$ cat src/rtl/ulm_map.vh
// Register offsets, field positions and reset values of the line-mode block.
// Assumes inclusion by bare name from the design file; definitions only.
`ifndef ULM_MAP_VH
`define ULM_MAP_VH

// ==========================================================================
// Register byte offsets
`define ULM_OFF_COMMAND 8'h00
`define ULM_OFF_LINECFG 8'h04
`define ULM_OFF_STATUS 8'h14
`define ULM_OFF_BAUD 8'h20
`define ULM_OFF_RATIO 8'h40
`define ULM_OFF_IRFILT 8'h4C

// ==========================================================================
// Line configuration fields
`define ULM_LINE_MODE_LSB 0
`define ULM_LINE_MODE_MSB 3
`define ULM_CHAN_MODE_LSB 14
`define ULM_CHAN_MODE_MSB 15
`define ULM_MODE_NORMAL 4'h0
`define ULM_MODE_RS485 4'h1
`define ULM_MODE_MODEM 4'h3
`define ULM_MODE_IRDA 4'h8
`define ULM_CHAN_NORMAL 2'h0
`define ULM_CHAN_ECHO 2'h1
`define ULM_CHAN_LOCAL 2'h2
`define ULM_CHAN_REMOTE 2'h3

// ==========================================================================
// Command bits
`define ULM_CMD_DTR_ON 16
`define ULM_CMD_DTR_OFF 17
`define ULM_CMD_RTS_ON 18
`define ULM_CMD_RTS_OFF 19

// ==========================================================================
// Channel status bits
`define ULM_ST_TXDONE 9
`define ULM_ST_CHG_LSB 16
`define ULM_ST_LVL_LSB 20

// ==========================================================================
// Reset values and timing
`define ULM_RATIO_RESET 11'h174
`define ULM_OVERSAMPLE 16
`define ULM_PULSE_SIXTEENTHS 3

`endif

$ cat src/rtl/ulm_line_modes.v
// Line-mode logic of a serial port: infrared codec, RS485 and modem lines,
// channel test modes, APB register slave.
// Assumes a character engine on the same clock supplies the raw transmit
// line, the transmitter-all-done flag (timeguard included) and tx enable.
//
// Overview of operation
// - Infrared zero bit is a 3/16 pulse
// - Demodulator has 8-bit filter down counter
// - Falling receive edge starts counting each clock
// - Rising edge stops and reloads the counter
// - Counter at zero drives receiver low one bit
// - Line mode 0x1 selects RS485
// - RS485 request-to-send is inverse of all-done
// - Request-to-send stays high through timeguard
// - Line mode 0x3 selects modem terminal mode
// - Terminal-ready commands force high or low
// - Modem input changes set status flags
// - Status read clears modem change flags
// - Clear-to-send high stops tx after character
// - Modem mode drives request-to-send automatically
// - Normal channel: pins straight to engine
// - Echo: receive pin retransmitted, receiver active
// - Local loopback: tx to rx, pin idle high
// - Remote loopback: rx pin to tx pin
// - Line mode 0x8 selects infrared codec
`timescale 1ns/1ps
`include "ulm_map.vh"

module ulm_line_modes #(
	parameter FILTER_WIDTH = 8,
	parameter DIVISOR_WIDTH = 16
) (
	input wire clk,
	input wire sys_rst,
	input wire psel,
	input wire penable,
	input wire pwrite,
	input wire [7:0] paddr,
	input wire [31:0] pwdata,
	output wire pready,
	output reg [31:0] prdata,
	output reg pslverr,
	input wire engineTxLine,
	input wire engineTxAllDone,
	input wire engineTxEnabled,
	output reg engineRxLine,
	output reg engineTxInhibit,
	output reg engineDisable,
	output wire [DIVISOR_WIDTH-1:0] baudDivisor,
	output wire [10:0] clockRatio,
	input wire rxdPin,
	input wire riPin,
	input wire dsrPin,
	input wire dcdPin,
	input wire ctsPin,
	output reg txdPin,
	output reg rtsPin,
	output reg dtrPin
);

localparam CNT_WIDTH = DIVISOR_WIDTH + 4;

// ==========================================================================
// Pin synchronisers
reg [4:0] pinMeta_q;
reg [4:0] pinSync_q;
reg [4:0] pinLast_q;
wire rxSync;
wire [3:0] modemSync;

always @(posedge clk) begin
	if (sys_rst) begin
		pinMeta_q <= 5'h1F;
		pinSync_q <= 5'h1F;
		pinLast_q <= 5'h1F;
	end else begin
		pinMeta_q <= {ctsPin, dcdPin, dsrPin, riPin, rxdPin};
		pinSync_q <= pinMeta_q;
		pinLast_q <= pinSync_q;
	end
end

assign rxSync = pinSync_q[0];
// Order: ring, set-ready, carrier, clear-to-send
assign modemSync = pinSync_q[4:1];

// ==========================================================================
// Registers
reg [3:0] lineMode_q;
reg [1:0] chanMode_q;
reg [DIVISOR_WIDTH-1:0] baud_q;
reg [10:0] ratio_q;
reg [FILTER_WIDTH-1:0] irFilter_q;
reg [3:0] modemChg_q;
reg [3:0] modemChg_d;
reg dtrLevel_q;
reg rtsCmd_q;

wire setupPhase = psel & ~penable;
wire accessPhase = psel & penable;
wire wrAccess = accessPhase & pwrite;
wire statusRead = accessPhase & ~pwrite & (paddr == `ULM_OFF_STATUS);
wire modemMode = (lineMode_q == `ULM_MODE_MODEM);
wire rs485Mode = (lineMode_q == `ULM_MODE_RS485);
wire irdaMode = (lineMode_q == `ULM_MODE_IRDA);
wire addrMapped = (paddr == `ULM_OFF_COMMAND) | (paddr == `ULM_OFF_LINECFG) |
	(paddr == `ULM_OFF_STATUS) | (paddr == `ULM_OFF_BAUD) |
	(paddr == `ULM_OFF_RATIO) | (paddr == `ULM_OFF_IRFILT);

// Zero wait states; data captured in the setup cycle
assign pready = 1'b1;
assign baudDivisor = baud_q;
assign clockRatio = ratio_q;

always @(posedge clk) begin
	if (sys_rst) begin
		lineMode_q <= `ULM_MODE_NORMAL;
		chanMode_q <= `ULM_CHAN_NORMAL;
		baud_q <= {DIVISOR_WIDTH{1'b0}};
		ratio_q <= `ULM_RATIO_RESET;
		irFilter_q <= {FILTER_WIDTH{1'b0}};
	end else if (wrAccess) begin
		case (paddr)
			`ULM_OFF_LINECFG: begin
				lineMode_q <= pwdata[`ULM_LINE_MODE_MSB:`ULM_LINE_MODE_LSB];
				chanMode_q <= pwdata[`ULM_CHAN_MODE_MSB:`ULM_CHAN_MODE_LSB];
			end
			`ULM_OFF_BAUD: baud_q <= pwdata[DIVISOR_WIDTH-1:0];
			`ULM_OFF_RATIO: ratio_q <= pwdata[10:0];
			`ULM_OFF_IRFILT: irFilter_q <= pwdata[FILTER_WIDTH-1:0];
			default: baud_q <= baud_q;
		endcase
	end
end

// Terminal-ready and manual request-to-send; off wins if both written
always @(posedge clk) begin
	if (sys_rst) begin
		dtrLevel_q <= 1'b1;
		rtsCmd_q <= 1'b1;
	end else if (wrAccess && paddr == `ULM_OFF_COMMAND) begin
		if (pwdata[`ULM_CMD_DTR_OFF])
			dtrLevel_q <= 1'b1;
		else if (pwdata[`ULM_CMD_DTR_ON])
			dtrLevel_q <= 1'b0;
		if (pwdata[`ULM_CMD_RTS_OFF])
			rtsCmd_q <= 1'b1;
		else if (pwdata[`ULM_CMD_RTS_ON])
			rtsCmd_q <= 1'b0;
	end
end

// ==========================================================================
// Modem change flags
wire [3:0] modemEdge = pinSync_q[4:1] ^ pinLast_q[4:1];

always @* begin
	modemChg_d = modemChg_q;
	if (statusRead)
		modemChg_d = 4'h0;
	// A change in the read cycle survives the clear
	if (modemMode)
		modemChg_d = modemChg_d | modemEdge;
end

always @(posedge clk) begin
	if (sys_rst)
		modemChg_q <= 4'h0;
	else
		modemChg_q <= modemChg_d;
end

// ==========================================================================
// APB read data and error
always @(posedge clk) begin
	if (sys_rst) begin
		prdata <= 32'h00000000;
		pslverr <= 1'b0;
	end else if (setupPhase) begin
		pslverr <= ~addrMapped;
		prdata <= 32'h00000000;
		case (paddr)
			`ULM_OFF_LINECFG: begin
				prdata[`ULM_LINE_MODE_MSB:`ULM_LINE_MODE_LSB] <= lineMode_q;
				prdata[`ULM_CHAN_MODE_MSB:`ULM_CHAN_MODE_LSB] <= chanMode_q;
			end
			`ULM_OFF_STATUS: begin
				prdata[`ULM_ST_TXDONE] <= engineTxAllDone;
				// Flags seen now plus any set during this setup cycle
				prdata[`ULM_ST_CHG_LSB+3:`ULM_ST_CHG_LSB] <= modemChg_d;
				prdata[`ULM_ST_LVL_LSB+3:`ULM_ST_LVL_LSB] <= modemSync;
			end
			`ULM_OFF_BAUD: prdata[DIVISOR_WIDTH-1:0] <= baud_q;
			`ULM_OFF_RATIO: prdata[10:0] <= ratio_q;
			`ULM_OFF_IRFILT: prdata[FILTER_WIDTH-1:0] <= irFilter_q;
			default: prdata <= 32'h00000000;
		endcase
	end
end

// ==========================================================================
// Bit timing derived from the divisor
wire [CNT_WIDTH-1:0] bitCycles = {baud_q, 4'h0};
wire [CNT_WIDTH-1:0] pulseCycles = {2'b00, baud_q, 2'b00} - {4'h0, baud_q};
wire baudRunning = (baud_q != {DIVISOR_WIDTH{1'b0}});

// ==========================================================================
// Infrared modulator
reg [CNT_WIDTH-1:0] modPhase_q;
reg txLast_q;
reg irPulse_q;
wire txFall = txLast_q & ~engineTxLine;
wire modWrap = (modPhase_q >= bitCycles - {{(CNT_WIDTH-1){1'b0}}, 1'b1});

always @(posedge clk) begin
	if (sys_rst) begin
		modPhase_q <= {CNT_WIDTH{1'b0}};
		txLast_q <= 1'b1;
		irPulse_q <= 1'b0;
	end else begin
		txLast_q <= engineTxLine;
		// Start edge aligns the phase to the bit grid
		if (txFall || modWrap)
			modPhase_q <= {CNT_WIDTH{1'b0}};
		else
			modPhase_q <= modPhase_q + {{(CNT_WIDTH-1){1'b0}}, 1'b1};
		if (!irdaMode || !baudRunning)
			irPulse_q <= 1'b0;
		else if (txFall)
			irPulse_q <= 1'b1;
		else if (modWrap)
			irPulse_q <= ~engineTxLine;
		else if (modPhase_q >= pulseCycles - {{(CNT_WIDTH-1){1'b0}}, 1'b1})
			irPulse_q <= 1'b0;
	end
end

// ==========================================================================
// Infrared demodulator
reg [FILTER_WIDTH-1:0] filtCnt_q;
reg filtRun_q;
reg [CNT_WIDTH-1:0] lowCnt_q;
reg demodLow_q;
wire rxFallSeen = pinLast_q[0] & ~rxSync;
wire rxRiseSeen = ~pinLast_q[0] & rxSync;

always @(posedge clk) begin
	if (sys_rst) begin
		filtCnt_q <= {FILTER_WIDTH{1'b0}};
		filtRun_q <= 1'b0;
		lowCnt_q <= {CNT_WIDTH{1'b0}};
		demodLow_q <= 1'b0;
	end else begin
		if (!irdaMode || rxRiseSeen) begin
			filtRun_q <= 1'b0;
			filtCnt_q <= irFilter_q;
		end else if (rxFallSeen) begin
			filtRun_q <= 1'b1;
			filtCnt_q <= irFilter_q;
		end else if (filtRun_q) begin
			if (filtCnt_q == {FILTER_WIDTH{1'b0}})
				filtRun_q <= 1'b0;
			else
				filtCnt_q <= filtCnt_q - {{(FILTER_WIDTH-1){1'b0}}, 1'b1};
		end
		// Expired filter holds the receiver low for one bit
		if (irdaMode && filtRun_q && !rxRiseSeen && filtCnt_q == {FILTER_WIDTH{1'b0}}) begin
			demodLow_q <= 1'b1;
			lowCnt_q <= bitCycles;
		end else if (!irdaMode || lowCnt_q <= {{(CNT_WIDTH-1){1'b0}}, 1'b1}) begin
			demodLow_q <= 1'b0;
			lowCnt_q <= {CNT_WIDTH{1'b0}};
		end else begin
			lowCnt_q <= lowCnt_q - {{(CNT_WIDTH-1){1'b0}}, 1'b1};
		end
	end
end

// ==========================================================================
// Line selection and channel routing
wire lineTx = irdaMode ? irPulse_q : engineTxLine;
wire lineRx = irdaMode ? ~demodLow_q : rxSync;

always @(posedge clk) begin
	if (sys_rst) begin
		txdPin <= 1'b1;
		engineRxLine <= 1'b1;
		engineDisable <= 1'b0;
	end else begin
		engineDisable <= 1'b0;
		case (chanMode_q)
			`ULM_CHAN_ECHO: begin
				txdPin <= rxSync;
				engineRxLine <= lineRx;
			end
			`ULM_CHAN_LOCAL: begin
				txdPin <= 1'b1;
				engineRxLine <= engineTxLine;
			end
			`ULM_CHAN_REMOTE: begin
				txdPin <= rxSync;
				engineRxLine <= 1'b1;
				engineDisable <= 1'b1;
			end
			default: begin
				txdPin <= lineTx;
				engineRxLine <= lineRx;
			end
		endcase
	end
end

// ==========================================================================
// Request-to-send, terminal-ready and clear-to-send gating
always @(posedge clk) begin
	if (sys_rst) begin
		rtsPin <= 1'b1;
		dtrPin <= 1'b1;
		engineTxInhibit <= 1'b0;
	end else begin
		dtrPin <= dtrLevel_q;
		// All-done stays low through the timeguard, so this holds too
		if (rs485Mode)
			rtsPin <= ~engineTxAllDone;
		else if (modemMode)
			rtsPin <= ~engineTxEnabled;
		else
			rtsPin <= rtsCmd_q;
		// Engine finishes the character in flight before stopping
		engineTxInhibit <= modemMode & modemSync[3];
	end
end

endmodule

$ cat config.mk
export PLATFORM = sky130hd
export DESIGN_NAME = ulm_line_modes
export DESIGN_NICKNAME = d
export VERILOG_FILES = /design/src/rtl/ulm_line_modes.v
export VERILOG_INCLUDE_DIRS = /design/src /design/src/rtl
export SDC_FILE = /design/constraint.sdc
export NUM_CORES = 1
export LEC_CHECK = 0
export BUFFER_PORTS_ARGS = -buffer_cell sky130_fd_sc_hd__buf_2
export CORE_UTILIZATION = 58
export DETAILED_ROUTE_END_ITERATION = 8
export PLACE_DENSITY = 0.81
export SLEW_MARGIN = 20
export SYNTH_ARGS = -nofsm -noshare
export SYNTH_HDL_FRONTEND = slang
export SYNTH_SLANG_ARGS = --single-unit
$ cat constraint.sdc
create_clock -name clk -period 5.1 [get_ports clk]
set_input_delay 0.765 -clock clk [delete_from_list [all_inputs] [get_ports clk]]
set_output_delay 0.765 -clock clk [all_outputs]
set_load 0.02 [all_outputs]
==> impl_metrics.ini, run 1 <==
[critical_path]
path_delay_family = compound AO/OA/AOI/OAI gates
reg2reg_depth = 18
start_kind = register
r2r_start = baudDivisor[2]
critical_path.startpoint = baudDivisor[2]
slowest_stage = dfxtp_1
criticalPathCategory = register to register
crit_path_end_kind = register
cp.arrival_ns = 4.88
cp_num_cells = 18
required_ns = 5.46
slowest_delay_ns = 0.58
cp_num_buf_inv = 1
path_cells = inv_1, ha_1, a21o_4, a211oi_1, a21o_1, nand2_2, nor3_2, or4b_4, nor2_1, xor2_1, ha_1, nor2b_1, o21ai_0, nand2b_1, a21oi_1, o21ai_0, a311o_1, a21oi_1
cp_max_fo = 10

[yosys]
yosysWarnings = 0
netlist_instances = 1032
async_reset_ff_frac = 0
synth-seq-area-share = 0.3480
yosysUniqueCellTypes = 72
ys.flop_type = dfxtp_1
ys_seq_elements = 145
synth_area_um2 = 8340
avgSynthCellArea_um2 = 8.082
synth_edf_count = 0

[pwr]
finalPower_mw = 2.506
pwr-share-seq = 0.458
cellPowerDensity_nw_per_um2 = 264.6
p_sw_frac = 0.2524
power_frac_clock = 0.500
power_switching_mw = 0.6325
combPwrFrac = 0.042
intPower_mw = 1.873
max-vdd-ir-drop_mv = 0.2767
p_leak_nw = 4.173

[routing]
wl_per_cell_um = 16.42
drt_pre_antenna_iters = 8
via_per_inst = 5.856
drc = 0
wl_um = 21400
postRouteAntennaNets = 0
drt_first_iter_violations = 437
num_vias = 7630

[cells_and_area]
fill_cells = 1155
nets = 1216
area_growth_syn_to_layout_pct = 13.53
final_common_cell = dfxtp_1
mostFrequentLayoutCells = 145 x dfxtp_1, 123 x nand2_1, 122 x nor2_1
drive_gt1_frac = 0.1632

[timing]
setup_violations = 0
tightest_slew_ns = 1.125
finClkSkew_ns = 0.01076
fmaxAchievable_ghz = 0.2215
hold_viol = 0
slew_headroom = 0.2470
finalMaxSlewViolations = 0
rsz0062_at_grt = no
setup_tns_ns = 0
fin_crit_sh = 0.8853
period_minus_slack_ns = 4.515
setup_slack_ns = 0.5851

[floorplan]
start_util = 0.5985
die_area_um2 = 14860
core_area_um2 = 13930
fp.dieW_um = 121.9
die_h_um = 121.9
ioPinCount = 120
rows = 43

[clock_tree]
cts_buffers = 17
clkLatencyLatePin_ns = 0.43
clock_path_buffers = 2
clkSinkCount = 145
clk_pin_slew_ns = 0.07
postCtsHoldBufs = 0
cts_setup_buffers = 0
cts_tree = yes
cts_htree_levels = 4
cts_resized = 0
clockRootBuffer = clkbuf_16

[place]
place_congestion = 0.8663
dp_hpwl_um = 15300
io_buffers = 98
dp_slack_ns = 0.6254

[global_route]
grt_max_degree = 93
overflow = 0
grt_pass1_vias = 7160
track_usage = 0.2967
grt_pass1_wl_um = 34560
antenna_found_initial = 1

[hold_path]
hold_path_class = register to register
holdPathStages = 1
min_from = pinMeta_q[4]

[flow_run]
maxCapViolCount = 0

[run_status]
outcome = finished clean
## power by group through the flow
stage                     Clock (mW)  Sequential, mW  Combinational, mW
final                           1.25            1.15              0.106
after global placement             0            1.17              0.103
after CTS                       1.26            1.15              0.105
after global routing            1.31            1.15              0.117
after floorplan                    0            1.18             0.0687
after detailed placement           0            1.17              0.104
## layer usage
metal	wire length (um)	share of wire	global-route usage
met4	591	0.028	0.1335
met1	9266	0.43	0.3585
met2	10210	0.48	0.4996
met3	1335	0.062	0.06788
met5	0	0	0
## cell usage after synthesis (3+ instances only)
cell type | instances | area share
a31oi_1 | 4 | 0.0030
o21ai_0 | 42 | 0.025
or2_2 | 17 | 0.013
clkbuf_1 | 37 | 0.017
o31a_1 | 3 | 0.0032
a222oi_1 | 9 | 0.011
nor4b_1 | 4 | 0.0042
nor2_1 | 123 | 0.055
a21o_1 | 15 | 0.014
nand4_1 | 16 | 0.012
inv_1 | 37 | 0.017
o211ai_1 | 7 | 0.0063
o31ai_1 | 4 | 0.0036
nor3_2 | 3 | 0.0036
nand2_1 | 123 | 0.055
dfxtp_1 | 145 | 0.35
and3_1 | 13 | 0.0098
nor4_1 | 10 | 0.0075
mux2i_1 | 17 | 0.020
a221oi_1 | 5 | 0.0053
a21oi_1 | 85 | 0.051
or3_1 | 7 | 0.0053
a22oi_1 | 5 | 0.0045
xnor2_1 | 53 | 0.056
a211oi_1 | 6 | 0.0054
buf_4 | 10 | 0.0090
and2_1 | 8 | 0.0060
buf_2 | 6 | 0.0036
nor2b_1 | 11 | 0.0083
xor2_1 | 31 | 0.033
nand3_1 | 32 | 0.019
nor3b_1 | 4 | 0.0036
nor3_1 | 21 | 0.013
nand2b_1 | 10 | 0.0075
ha_1 | 55 | 0.083
or4_1 | 4 | 0.0036
## per-stage QoR
| stage | hold slack, ns | instance area [um^2] | cells | utilization |
|---|---|---|---|---|
| after detailed placement | 0.3937 | 8871 | 1269 | 0.6366 |
| after global routing | 0.4252 | 9464 | 1301 | 0.6792 |
| after global placement | 0.3908 | 8871 | 1269 | 0.6366 |
| final | 0.4093 | 9469 | 1303 | 0.6795 |
| after floorplan | 0.3895 | 8367 | 1039 | - |
| after CTS | 0.4097 | 9459 | 1301 | 0.6788 |
## path summary, 6_finish.rpt
path / slack (ns) / endpoint
worst min register to register: 0.41 / pinSync_q[4]
worst min-delay path: 0.41 / pinSync_q[4]
worst max register to register: 0.59 / irPulse_q
worst max-delay path: 0.59 / irPulse_q
## state kept, by name, summed over array words and instances, names as in the netlist, 8 cells and up
name         count
modPhase_q      20
clockRatio      11
irFilter_q       8
filtCnt_q        8
lowCnt_q        20
prdata          24
baudDivisor     16
## cell type report
type,count,area [um^2],area share
well taps,180,225.2,0.02378
inverters,37,138.9,0.01467
multi-input cells,801,5059,0.5342
diodes,2,5.005,0.0005285
clock buffers,17,425.4,0.04493
repair buffers,106,550.5,0.05814
clock inverters,15,162.7,0.01718
flip-flops and latches,145,2903,0.3066
## kinds of logic after synthesis
group | synth area share
DFF | 0.3480
and+or+nand+nor | 0.2490
buffers and inverters | 0.04920
AOI/OAI and AO/OA | 0.1590
xor gates and xnor gates | 0.08821
other | 0.0009004
adders and majority gates | 0.08251
muxes | 0.02310
## worst register-to-register path: cells and delay by family, from the launching register on
kind,cells,cell delay (ns)
compound gates,8,1.61
xor+xnor,1,0.17
fa+ha+maj,2,0.68
buf+inv,1,0.17
flops,1,0.58
simple gates,6,1.25
No activity file was read; power rests on OpenSTA's default activity.
==> run 2, diff against run 1 <==
GPL_TIMING_DRIVEN = 0   (was not set)
==> run 2 against run 1 <==
  * Die area did not move
  * Via count rose by 3.9%
  * Largest cell class unchanged
  * Hold slack got worse by 0.0014 ns
  * Clock skew fell by 0.0012 ns
  * Sequential share of layout area fell by 0.57 points
  * Clock power barely moved
  * Cell count rose by 3.4%
  * Sequential power barely moved
  * Final area rose by 1.9%
==> impl_metrics.ini, run 2 (synthesis gave the netlist of run 1 again) <==
[timing]
fin_crit_sh = 0.9247
setup_violations = 0
hold_viol = 0
slew_headroom = 0.3484
finClkSkew_ns = 0.009587
fmaxAchievable_ghz = 0.2120
finalMaxSlewViolations = 0
tightest_slew_ns = 0.9638
period_minus_slack_ns = 4.716

[clock_tree]
cts_setup_buffers = 0
clk_pin_slew_ns = 0.06
cts_tree = yes
clkSinkCount = 145
clock_path_buffers = 2
clkLatencyLatePin_ns = 0.43
cts_buffers = 17
clockRootBuffer = clkbuf_16
cts_resized = 0
cts_htree_levels = 4
postCtsHoldBufs = 0

[cells_and_area]
fill_cells = 1147
num_antenna_cells = 0
final_common_cell = dfxtp_1
nets = 1262
final_area_um2 = 9649
drive_gt1_frac = 0.1637
mostFrequentLayoutCells = 145 x dfxtp_1, 123 x nor2_1, 123 x nand2_1
top_regs = prdata (24), lowCnt_q (20), modPhase_q (20)
area_growth_syn_to_layout_pct = 15.69
largest_register_ffs = 24
top_register = prdata

[pwr]
combPwrFrac = 0.049
pwr-share-seq = 0.462
finalPower_mw = 2.486
max-vdd-ir-drop_mv = 0.2478
power_frac_clock = 0.490
p_leak_nw = 4.261
cellPowerDensity_nw_per_um2 = 257.7
power_switching_mw = 0.6104
intPower_mw = 1.876
p_sw_frac = 0.2455

[place]
place_congestion = 0.8999
io_buffers = 96
dp_hpwl_um = 16700
placed_area_um2 = 9072

[routing]
via_per_inst = 5.883
drc = 0
num_vias = 7925
drt_first_iter_violations = 564
wl_um = 22790
drt_pre_antenna_iters = 7
postRouteAntennaNets = 0
wl_per_cell_um = 16.92

[global_route]
overflow = 0
grt_pass1_wl_um = 36060
grt_max_degree = 17
antenna_found_initial = 0
track_usage = 0.3143
grt_pass1_vias = 7389

[critical_path]
criticalPathCategory = register to register
cp_max_fo = 9
start_kind = register
crit_path_end_kind = register
cp.arrival_ns = 5.07
required_ns = 5.46

[floorplan]
start_util = 0.5985
core_area_um2 = 13930
die_area_um2 = 14860
die_h_um = 121.9
rows = 43
fp.dieW_um = 121.9
ioPinCount = 120

[hold_path]
hold_path_class = register to register

[run_status]
outcome = finished clean

[flow_run]
maxCapViolCount = 0
-- run 2: power groups by stage --
stage	logic [mW]	registers, mW	clock network [mW]
floorplan	0.0687	1.18	0
global placement	0.116	1.17	0
detailed placement	0.117	1.17	0
CTS	0.119	1.15	1.22
global route	0.132	1.15	1.26
finish	0.121	1.15	1.22
-- run 2: per-stage QoR --
step	cells	hold WS (ns)	setup TNS (ns)	utilization	setup WS, ns
final	1347	0.4079	0	0.6925	0.3839
after detailed placement	1315	0.3934	0	0.6511	0.4340
after global routing	1347	0.4185	-0.02569	0.6925	-0.02569
after global placement	1315	0.3909	0	0.6511	0.4975
after floorplan	1039	0.3895	0	-	0.9598
after CTS	1347	0.4082	0	0.6918	0.3877
-- run 2: area by class of cell --
class	count	area, um^2	share of cell area
Buffer	56	274.0	0.02840
Clock buffer	18	439.2	0.04551
Clock inverter	14	128.9	0.01336
Inverter	37	138.9	0.01439
Multi-Input combinational cell	801	5060	0.5244
Sequential cell	145	2903	0.3008
Tap cell	180	225.2	0.02334
Timing Repair Buffer	96	480.5	0.04979
-- run 2: path summary, 6_finish.rpt --
kind                       start  slack (ns)  cells past startpoint           end
setup reg to reg  baudDivisor[8]        0.38                     20     irPulse_q
hold reg to reg     pinMeta_q[4]        0.41                      1  pinSync_q[4]
hold / removal      pinMeta_q[4]        0.41                      1  pinSync_q[4]
setup / recovery  baudDivisor[8]        0.38                     20     irPulse_q
-- run 2: per-layer routing --
| metal | track usage | vias to the layer above | share of wire |
|---|---|---|---|
| met5 | 0 | - | 0 |
| met4 | 0.1543 | 0 | 0.036 |
| met3 | 0.06695 | 62 | 0.075 |
| met2 | 0.5261 | 327 | 0.48 |
| met1 | 0.3805 | 3685 | 0.41 |
| li1 | - | 3851 | - |
-- run 2: worst max-delay path: stages (launching register included) --
cell	delay [ns]
dfxtp_1	0.41
clkbuf_1	0.33
inv_1	0.09
ha_1	0.28
clkbuf_1	0.33
nand4_1	0.24
nor4_2	0.47
or3_1	0.23
xor2_1	0.15
a211oi_2	0.34
nand2_1	0.13
nor2_1	0.18
xor2_1	0.19
ha_1	0.26
nor2b_1	0.13
o21ai_0	0.16
nand2b_1	0.08
a21oi_1	0.13
o21ai_0	0.08
a311o_1	0.29
a21oi_1	0.14
==> run 3, diff against run 2 <==
GPL_ROUTABILITY_DRIVEN = 0   (was not set)
PLACE_DENSITY = 0.85   (was 0.81)
REMOVE_ABC_BUFFERS = 1   (was not set)
==> run 3 against run 2 <==
  * Final area down 1.5%
  * Register-to-register slack got worse by 0.06 ns
  * Maximum frequency shrank 1.2%
  * Hold slack about the same
  * Global-route usage decreased by 1.4 points
  * Sequential share of layout area is 0.48 points higher
  * Critical path type unchanged
  * Largest power group unchanged
  * Setup slack worse by 0.058 ns
==> impl_metrics.ini, run 3 (synthesis gave the netlist of run 1 again) <==
[critical_path]
path_delay_family = compound AO/OA/AOI/OAI gates
slowest_stage = dfxtp_1
crit_path_end_kind = register
criticalPathCategory = register to register
cp_max_fo = 10
path_cells = inv_1, ha_1, a21o_4, a211oi_1, a21o_1, nand2_2, nor3_2, or4b_4, nor2_1, xor2_1, ha_1, nor2b_1, o21ai_0, nand2b_1, a21oi_1, o21ai_0, a311o_1, a21oi_1
start_kind = register
slowest_delay_ns = 0.69
required_ns = 5.45
cp_num_buf_inv = 1
cp.arrival_ns = 5.13

[timing]
finalMaxSlewViolations = 0
setup_violations = 0
setup_slack_ns = 0.3261
rsz0062_at_grt = no
period_minus_slack_ns = 4.774
hold_viol = 0
tightest_slew_ns = 1.087
finClkSkew_ns = 0.009147
slew_headroom = 0.2654
whs_ns = 0.4078
fmaxAchievable_ghz = 0.2095
setup_tns_ns = 0
fin_crit_sh = 0.9361

[pwr]
cellPowerDensity_nw_per_um2 = 270.1
combPwrFrac = 0.043
intPower_mw = 1.997
max-vdd-ir-drop_mv = 0.3336
power_switching_mw = 0.5694
pwr-share-seq = 0.448
p_leak_nw = 4.182
power_frac_clock = 0.510
p_sw_frac = 0.2219

[routing]
drt_pre_antenna_iters = 5
postRouteAntennaNets = 0
drt_first_iter_violations = 667
wl_per_cell_um = 16.70
wl_um = 21650
via_per_inst = 5.988
num_vias = 7761
drc = 0

[floorplan]
rows = 43
ioPinCount = 120
die_area_um2 = 14860
fp.dieW_um = 121.9
start_util = 0.5985
die_h_um = 121.9
core_area_um2 = 13930

[cells_and_area]
num_antenna_cells = 0
top_regs = prdata (24), lowCnt_q (20), modPhase_q (20)
area_growth_syn_to_layout_pct = 13.91
fin_util = 0.6818
top_register = prdata
largest_register_ffs = 24
nets = 1211
mostFrequentLayoutCells = 144 x dfxtp_1, 123 x nand2_1, 122 x nor2_1
final_common_cell = dfxtp_1
drive_gt1_frac = 0.1604

[clock_tree]
cts_htree_levels = 4
postCtsHoldBufs = 0
clkSinkCount = 145
cts_setup_buffers = 0
clock_path_buffers = 2
clockRootBuffer = clkbuf_16
cts_buffers = 17
clk_pin_slew_ns = 0.06
clkLatencyLatePin_ns = 0.42
cts_resized = 0
cts_tree = yes

[global_route]
track_usage = 0.3005
antenna_found_initial = 0
overflow = 0
grt_pass1_wl_um = 35290
grt_pass1_vias = 7447
grt_max_degree = 54

[hold_path]
hold_path_class = register to register

[place]
io_buffers = 98
dp_hpwl_um = 15110
dp_slack_ns = 0.3381

[flow_run]
maxCapViolCount = 0

[run_status]
outcome = finished clean
[run 3: cell types whose count changed in the layout (fill, tap and decap cells not counted), moves of 2 or more]
cell	delta
clkbuf_1	-35
buf_4	-9
buf_2	-4
clkinv_2	-3
bufinv_16	+2
clkbuf_8	+2
clkinvlp_4	-2
nor4_2	-2
[run 3: area by class of cell]
cell class,count,area (um^2)
clock buffers,22,474.2
flip-flops and latches,145,2904
multi-input cells,801,5075
fillers,1106,4434
inverters,37,138.9
repair buffers,101,535.5
well taps,180,225.2
clock inverters,10,147.6
[run 3: final timing paths]
| kind | start | to | slack (ns) | cells past startpoint |
|---|---|---|---|---|
| max | baudDivisor[2] | irPulse_q | 0.33 | 18 |
| min | pinMeta_q[0] | pinSync_q[0] | 0.41 | 1 |
| max reg2reg | baudDivisor[2] | irPulse_q | 0.33 | 18 |
| min reg2reg | pinMeta_q[0] | pinSync_q[0] | 0.41 | 1 |
[run 3: through the flow]
step                std cells  cell area [um^2]  power [mW]
floorplan                 983              8095       1.227
global placement         1261              8811       1.274
detailed placement       1264              8875       1.280
CTS                      1296              9497       2.563
global route             1296              9500       2.628
finish                   1296              9500       2.566
[run 3: layer usage]
layer  up-vias  global-route usage  wire length, um
li1       3741                   -                -
met1      3668              0.3783             9099
met2       287              0.5067            10460
met3        65             0.04635             1345
met4         0              0.1304              740
met5         -                   0                0
[run 3: power by group through the flow]
stage / Combinational (mW) / Clock, mW / Sequential, mW
after detailed placement: 0.106 / 0 / 1.17
after global routing: 0.120 / 1.36 / 1.15
after global placement: 0.101 / 0 / 1.17
final: 0.109 / 1.31 / 1.15
after floorplan: 0.0511 / 0 / 1.18
after CTS: 0.108 / 1.31 / 1.15
